`config.mk`:
```
export PLATFORM = sky130hd
export DESIGN_NAME = safe_output_test_sequencer
export DESIGN_NICKNAME = d
export VERILOG_FILES = /design/src/design/sotest_pkg.sv /design/src/design/safe_output_test_sequencer.sv /design/src/design/slot_select.sv
export VERILOG_INCLUDE_DIRS = /design/src /design/src/design
export SDC_FILE = /design/constraint.sdc
export NUM_CORES = 1
export LEC_CHECK = 0
export BUFFER_PORTS_ARGS = -buffer_cell sky130_fd_sc_hd__clkbuf_2
export CAP_MARGIN = 20
export CORE_AREA = 2 2 173 175
export CTS_CLUSTER_DIAMETER = 50
export CTS_CLUSTER_SIZE = 12
export DETAILED_ROUTE_END_ITERATION = 16
export DIE_AREA = 0 0 175 177
export GPL_ROUTABILITY_DRIVEN = 0
export PLACE_DENSITY = 0.74
export SLEW_MARGIN = 10
export SYNTH_ARGS = -nofsm -noshare
export SYNTH_HDL_FRONTEND = slang
export SYNTH_SLANG_ARGS = --single-unit
```
`constraint.sdc`:
```
create_clock -name clock_in -period 4.9 [get_ports clock_in]
set_input_delay 0.245 -clock clock_in [delete_from_list [all_inputs] [get_ports clock_in]]
set_output_delay 0.245 -clock clock_in [all_outputs]
set_load 0.05 [all_outputs]
```
`src/design/sotest_cfg.svh`:
```
/*
 * Constants of the safe output test sequencer: reset values of the settings
 * and timing counts. Assumes a 100 MHz clock.
 */
// What this block does
// - periodically self-test output, supervise with timer
// - test interval configurable, default eight hours
// - test start reloads interval remaining time
// - six output source selectors, default zero
// - unassigned source slots ignored when combining
// - no slot assigned gives output low
// - safe state from bit mask, default 0000_0001
// - test mode setting, default binary 0100
// - feedback input enable, default 0000
// - modes 2,3 sequential off with feedback check
// - mode 4 sequential off, no feedback
// - feedback within wait time, default 500 ms
// - feedback wait never below 24 ms
`ifndef SOTEST_CFG_SVH
`define SOTEST_CFG_SVH
`define CLK_HZ 100000000
`define INTERVAL_S 28800
`define INTERVAL_DEF_CYC (`INTERVAL_S * 64'd100000000)
`define WAIT_DEF_MS 500
`define WAIT_MIN_MS 24
`define CYC_PER_MS (`CLK_HZ / 1000)
`define WAIT_MIN_CYC (`WAIT_MIN_MS * `CYC_PER_MS)
`define SLOTS 6
`define SEL_W 4
`define SEL_DEF 4'h0
`define MASK_DEF 8'h01
`define MODE_DEF 4'h4
`define FB_EN_DEF 4'h0
`define PHASE_CYC 32'h000F4240
`endif

```
`src/design/sotest_pkg.sv`:
```
/*
 * Types of the safe output test sequencer. Assumes sotest_cfg.svh.
 */
package sotest_pkg;
   typedef enum logic [2:0] {
      ST_IDLE, ST_A_OFF, ST_A_WAIT, ST_B_OFF, ST_B_WAIT, ST_FAULT
   } phase_type;
endpackage

```
`src/design/safe_output_test_sequencer.sv`:
```
/*
 * Safe output test sequencer: two-channel fail-safe output with periodic
 * test stop. Settings are plain ports, held stable by the outside.
 */
`timescale 1ns/1ps
`include "sotest_cfg.svh"
module safe_output_test_sequencer (
   input wire logic clock_in,
   input wire logic rst_n_in,
   input wire logic [14:0] status_in,
   input wire logic [7:0] internal_in,
   input wire logic [23:0] output_source_slots_in,
   input wire logic [63:0] test_interval_setting_in,
   input wire logic [15:0] test_start_sources_in,
   input wire logic [3:0] test_start_source_in,
   input wire logic [7:0] safe_state_mask_in,
   input wire logic test_enable_in,
   input wire logic [3:0] output_test_mode_in,
   input wire logic [3:0] feedback_input_enable_in,
   input wire logic [15:0] feedback_wait_time_in,
   input wire logic failsafe_input_in,
   input wire logic fault_ack_in,
   output logic channel_a_out,
   output logic channel_b_out,
   output logic safe_state_out,
   output logic test_busy_out,
   output logic test_due_out,
   output logic fault_out,
   output logic [63:0] remaining_out
);
   typedef struct packed {
      sotest_pkg::phase_type phase;
      logic [63:0] remain;
      logic [31:0] wait_cnt;
      logic start_prev;
      logic fault;
      logic expired;
      logic out_val;
      logic ch_a;
      logic ch_b;
      logic safe;
      logic busy;
   } state_type;
   state_type st_r, st_nxt;
   logic [5:0] used, val;
   logic comb_val, start, start_edge, fb_mode, fb_ok;
   logic [31:0] wait_cyc;
   logic [63:0] wait_wide;
   genvar g;
   generate
      for (g = 0; g < `SLOTS; g++) begin : g_slot
         slot_select u_slot (
            .sel_in(output_source_slots_in[g*4 +: 4]),
            .status_in(status_in),
            .used_out(used[g]),
            .value_out(val[g])
         );
      end
   endgenerate
   always_comb begin
      // unused slots ignored (read as 1 in the AND)
      comb_val = (|used) & (&val);
      // selectable start source, 0 = none
      start = (test_start_source_in != 4'h0) & test_start_sources_in[test_start_source_in];
      start_edge = start & ~st_r.start_prev;
      // modes 2,3 check feedback if an input is enabled
      fb_mode = ((output_test_mode_in == 4'h2) | (output_test_mode_in == 4'h3))
         & (|feedback_input_enable_in);
      // mode 2 expects feedback low when a channel is off, mode 3 high
      fb_ok = (output_test_mode_in == 4'h3) ? failsafe_input_in : ~failsafe_input_in;
      // configured wait in ms
      // long settings overflow 32 bits; saturate instead of wrapping short
      wait_wide = 64'(feedback_wait_time_in) * 64'(`CYC_PER_MS);
      if (wait_wide > 64'h00000000FFFFFFFF) begin
         wait_cyc = 32'hFFFFFFFF;
      end else begin
         wait_cyc = wait_wide[31:0];
      end
      if (wait_cyc < 32'(`WAIT_MIN_CYC)) begin
         wait_cyc = 32'(`WAIT_MIN_CYC);
      end
   end
   always_comb begin
      st_nxt = st_r;
      st_nxt.start_prev = start;
      st_nxt.out_val = comb_val;
      // safe state from masked internal signals
      st_nxt.safe = |(internal_in & safe_state_mask_in);
      if (st_r.remain != 64'h0) begin
         st_nxt.remain = st_r.remain - 64'h1;
      end else if (test_enable_in) begin
         st_nxt.expired = 1'b1;
      end
      if (start_edge) begin
         st_nxt.remain = test_interval_setting_in;
         st_nxt.expired = 1'b0;
      end
      st_nxt.wait_cnt = (st_r.wait_cnt != 32'h0) ? st_r.wait_cnt - 32'h1 : 32'h0;
      case (st_r.phase)
         sotest_pkg::ST_IDLE: begin
            if (start_edge & test_enable_in) begin
               st_nxt.phase = sotest_pkg::ST_A_OFF;
               st_nxt.wait_cnt = fb_mode ? wait_cyc : `PHASE_CYC;
            end
         end
         // sequential off, fixed dwell without feedback
         sotest_pkg::ST_A_OFF: begin
            if (fb_mode & fb_ok) begin
               st_nxt.phase = sotest_pkg::ST_A_WAIT;
               st_nxt.wait_cnt = `PHASE_CYC;
            end else if (st_r.wait_cnt == 32'h0) begin
               if (fb_mode) begin
                  st_nxt.phase = sotest_pkg::ST_FAULT;
               end else begin
                  st_nxt.phase = sotest_pkg::ST_A_WAIT;
                  st_nxt.wait_cnt = `PHASE_CYC;
               end
            end
         end
         sotest_pkg::ST_A_WAIT: begin
            if (st_r.wait_cnt == 32'h0) begin
               st_nxt.phase = sotest_pkg::ST_B_OFF;
               st_nxt.wait_cnt = fb_mode ? wait_cyc : `PHASE_CYC;
            end
         end
         sotest_pkg::ST_B_OFF: begin
            if (fb_mode & fb_ok) begin
               st_nxt.phase = sotest_pkg::ST_B_WAIT;
               st_nxt.wait_cnt = `PHASE_CYC;
            end else if (st_r.wait_cnt == 32'h0) begin
               if (fb_mode) begin
                  st_nxt.phase = sotest_pkg::ST_FAULT;
               end else begin
                  st_nxt.phase = sotest_pkg::ST_B_WAIT;
                  st_nxt.wait_cnt = `PHASE_CYC;
               end
            end
         end
         sotest_pkg::ST_B_WAIT: begin
            if (st_r.wait_cnt == 32'h0) begin
               st_nxt.phase = sotest_pkg::ST_IDLE;
            end
         end
         sotest_pkg::ST_FAULT: begin
            if (fault_ack_in & ~st_r.expired) begin
               st_nxt.phase = sotest_pkg::ST_IDLE;
            end
         end
         default: st_nxt.phase = sotest_pkg::ST_IDLE;
      endcase
      // fault latched; a new fault wins over the acknowledge
      if (st_nxt.phase == sotest_pkg::ST_FAULT | st_nxt.expired) begin
         st_nxt.fault = 1'b1;
      end else if (fault_ack_in) begin
         st_nxt.fault = 1'b0;
      end
      st_nxt.ch_a = comb_val & ~st_nxt.fault & (st_nxt.phase != sotest_pkg::ST_A_OFF)
         & (st_nxt.phase != sotest_pkg::ST_A_WAIT);
      st_nxt.ch_b = comb_val & ~st_nxt.fault & (st_nxt.phase != sotest_pkg::ST_B_OFF)
         & (st_nxt.phase != sotest_pkg::ST_B_WAIT);
      st_nxt.busy = (st_nxt.phase != sotest_pkg::ST_IDLE)
         & (st_nxt.phase != sotest_pkg::ST_FAULT);
      if (!rst_n_in) begin
         st_nxt = '0;
         st_nxt.phase = sotest_pkg::ST_IDLE;
         st_nxt.remain = `INTERVAL_DEF_CYC;
      end
   end
   always_ff @(posedge clock_in) begin
      st_r <= st_nxt;
   end
   always_comb begin
      channel_a_out = st_r.ch_a;
      channel_b_out = st_r.ch_b;
      safe_state_out = st_r.safe;
      test_busy_out = st_r.busy;
      test_due_out = st_r.expired;
      fault_out = st_r.fault;
      remaining_out = st_r.remain;
   end
   // defaults for mode/feedback are the outside's settings
   // wait exceeding actuator time is the outside's choice
endmodule // safe_output_test_sequencer

```
`src/design/slot_select.sv`:
```
/*
 * One output source slot: selects one of fifteen status signals.
 * Code zero means the slot is not assigned.
 */
`timescale 1ns/1ps
`include "sotest_cfg.svh"
module slot_select (
   input wire logic [3:0] sel_in,
   input wire logic [14:0] status_in,
   output logic used_out,
   output logic value_out
);
   always_comb begin
      used_out = (sel_in != 4'h0);
      value_out = used_out ? status_in[sel_in - 4'h1] : 1'b1;
   end
endmodule // slot_select

```
==> impl_results.md <==
- Layout Cells excl Fill: 2,051
- Vias in the first global route: 11,100
- TNS Setup: 0 ns
- WP data required: 5.15 ns
- Cell area after synthesis: 11,500 sq um
- Worst min path class: in2reg
- Inserted Diodes: 0
- Worst slew margin: 0.240
- Post-Route WL: 33,000 um
- Max Cap Violations: 0
- Site row count: 63
- Final Hold Fails: 0
- Most frequent cells in the layout: clkbuf_2, nor2_1, buf_4
- Port bufs: 236
- Die area: 31,000 sq um
- Reg-to-Reg Start: remaining_out[51]
- Slew @ Worst Pin: 1.14 ns
- Final setup viols: 0
- Initial antenna violation count: 0
- Die Y: 177 um
- Outcome: complete, no violations
- Delay-heaviest family, CP: adder cells
- CP Class: in2reg
- Core area: 29,200 sq um
- CP startpoint: feedback_wait_time_in[11]
- CTS root buffer: clkbuf_16
- Initial DRC count: 852
- Synth Warn #: 0
- DR pass1 iterations: 5
- Worst path max stage delay: 0.53 ns
- Vias: 11,200
- Syn nets: 1,723
- Clock Pin Slew Worst Setup and Hold Paths: 0.08 ns
- Asr flop ratio synth: 0
- LEAKAGE: 6.53 nW
- CTS HTree Levels: 3
- Worst Path Buf+Inv: 3
- Filler cells: 2,685
- Vias per cell: 5.48
- Startpoint types: input pin
- Synth Flop Type: dfxtp_1
- Hpwl dp: 25,300 um
- Clock Sinks: 106
- Critical-path cell list: clkbuf_2 -> ha_2 -> ha_1 -> ha_1 -> a31o_2 -> fa_1 -> inv_1 -> fa_1 -> inv_2 -> ha_4 -> nand2_4 -> nor3_4 -> o2111ai_4 -> a311oi_4 -> nor2_4 -> nor4_2 -> nand4b_1 -> nor2_4 -> nor2_1 -> o31a_1
- Synthesized flop and latch total: 106
- Multi-input gate area: 8880 sq um
- Share of cells above drive strength 1: 0.318
- R2r setup slk: 1.30 ns
- Seq/Total Area, Yosys: 0.184
- Grt ovf: 0
- DRC viols: 0
- Clk buf depth: 2
- Final period utilization: 0.983
- Worst skew pair latency: 0.36 ns
- Post-synth EDFFs: 0
- Fin nets: 1,977
- I/O Pins: 238
- Final Max Tran Viols: 0
- CTS tree: done
- Critical path's slowest cell: fa_1
- Post-layout min period: 4.81 ns
- Pin count of the biggest net entering global routing: 57
- Fmax: 208 MHz
- Routed wire per std cell: 16.1 um
- Reg area: 2120 sq um
- Mean area per synthesized cell: 8.23 sq um
- Area Growth Syn to Fin: 25.3%
- Crit end category: register
- CTS Buf Count: 9
- Antenna-violating nets left: 0
- CP max FO: 8
- Hold_sp: test_interval_setting_in[21]
- Die width: 175 um
- Starting Density: 0.395
- VDD IR max: 437 uV
- Crit path DAT: 5.06 ns
- Mapped Cells: 1,402
- Pwr Density: 577 nW/um^2
- GRT Total Usage: 0.205
- First-pass GRT wire length: 52,600 um
- Placed insts: 2,026
- Yosys cell types: 85
- Commonest non-fill, non-tap cell in the layout: clkbuf_2
- Clock skew: 0.0134 ns
## layout make-up
type	count	area share
multi-input combinational	1041	0.614
sequential	106	0.147
clock inverter	4	0.00337
timing repair buffer	359	0.148
tap	390	0.0337
inverter	139	0.0361
clock buffer	12	0.0177
## metal layers
| metal | vias up | global-route usage | routed length (um) |
|---|---|---|---|
| li1 | 5409 | - | - |
| met1 | 5402 | 0.258 | 14200 |
| met2 | 361 | 0.362 | 16500 |
| met3 | 60 | 0.0303 | 1630 |
| met4 | 0 | 0.0601 | 762 |
| met5 | - | 0 | 0 |
## tightest hold or removal path, stage by stage
cell,delay (ns)
clkbuf_2,0.08
nand2_1,0.04
nand3_1,0.07
## synthesized netlist by cell type, types with 18 or more instances
cell type | number | area (sq um)
xnor2_1 | 72 | 631
ha_1 | 111 | 1390
o21ai_0 | 57 | 285
xor2_1 | 36 | 315
nor3_1 | 56 | 280
nor2_1 | 142 | 533
a21oi_1 | 62 | 310
fa_1 | 42 | 841
clkbuf_1 | 39 | 146
a211oi_1 | 30 | 225
or3_1 | 25 | 156
mux4_2 | 23 | 518
dfxtp_1 | 106 | 2120
nand2_1 | 77 | 289
nand3_1 | 27 | 135
nor4_1 | 18 | 113
inv_1 | 138 | 518
buf_4 | 65 | 488
## stage by stage
stage	setup WS [ns]	power, mW	cell area (sq um)	utilization	hold slack (ns)
floorplan	0.0170	5.07	11700	-	0.369
global placement	-0.343	6.71	13600	0.464	0.469
detailed placement	-0.488	6.84	13600	0.464	0.474
CTS	-0.00763	7.87	14000	0.480	0.0916
global route	-0.0530	8.99	14500	0.494	0.0983
finish	0.0855	8.34	14500	0.494	0.0997
## final timing paths
path / end / cells after the start
worst max-delay path: st_r[24] / 20
worst min-delay path: remaining_out[21] / 3
worst max register to register: remaining_out[39] / 7
worst min register to register: remaining_out[38] / 2
## registers in the layout, summed over array words and instances, names as in the netlist
signal          cells
remaining_out      64
st_r               36
channel_a_out       1
channel_b_out       1
fault_out           1
safe_state_out      1
test_busy_out       1
test_due_out        1
## cells by family (layout without fill, tap and decap cells)
group	count (synthesis)	after routing	synth area share
and+or+nand+nor	456	456	0.210
DFF	106	106	0.184
AOI/OAI and AO/OA	280	280	0.162
buffers and inverters	255	514	0.105
muxes	44	44	0.0640
xor gates and xnor gates	108	108	0.0820
adders and majority gates	153	153	0.193
## power by group
group | total, mW | leakage (nW) | switching (mW) | internal, mW
sequential | 1.27 | 0.873 | 0.221 | 1.05
combinational | 6.32 | 5.50 | 3.36 | 2.95
clock | 0.758 | 0.153 | 0.333 | 0.425
## repair_timing
| action | in CTS | in global routing |
|---|---|---|
| endpoints found under the hold margin | 0 | 0 |
| resized for setup | 25 | 91 |
| hold buffers | 0 | 0 |
| endpoints found under the setup margin | 16 | 22 |
| pin swaps | 15 | 48 |
| buffers inserted | 4 | 5 |
Note: power is estimated with default switching activity, not from simulation.
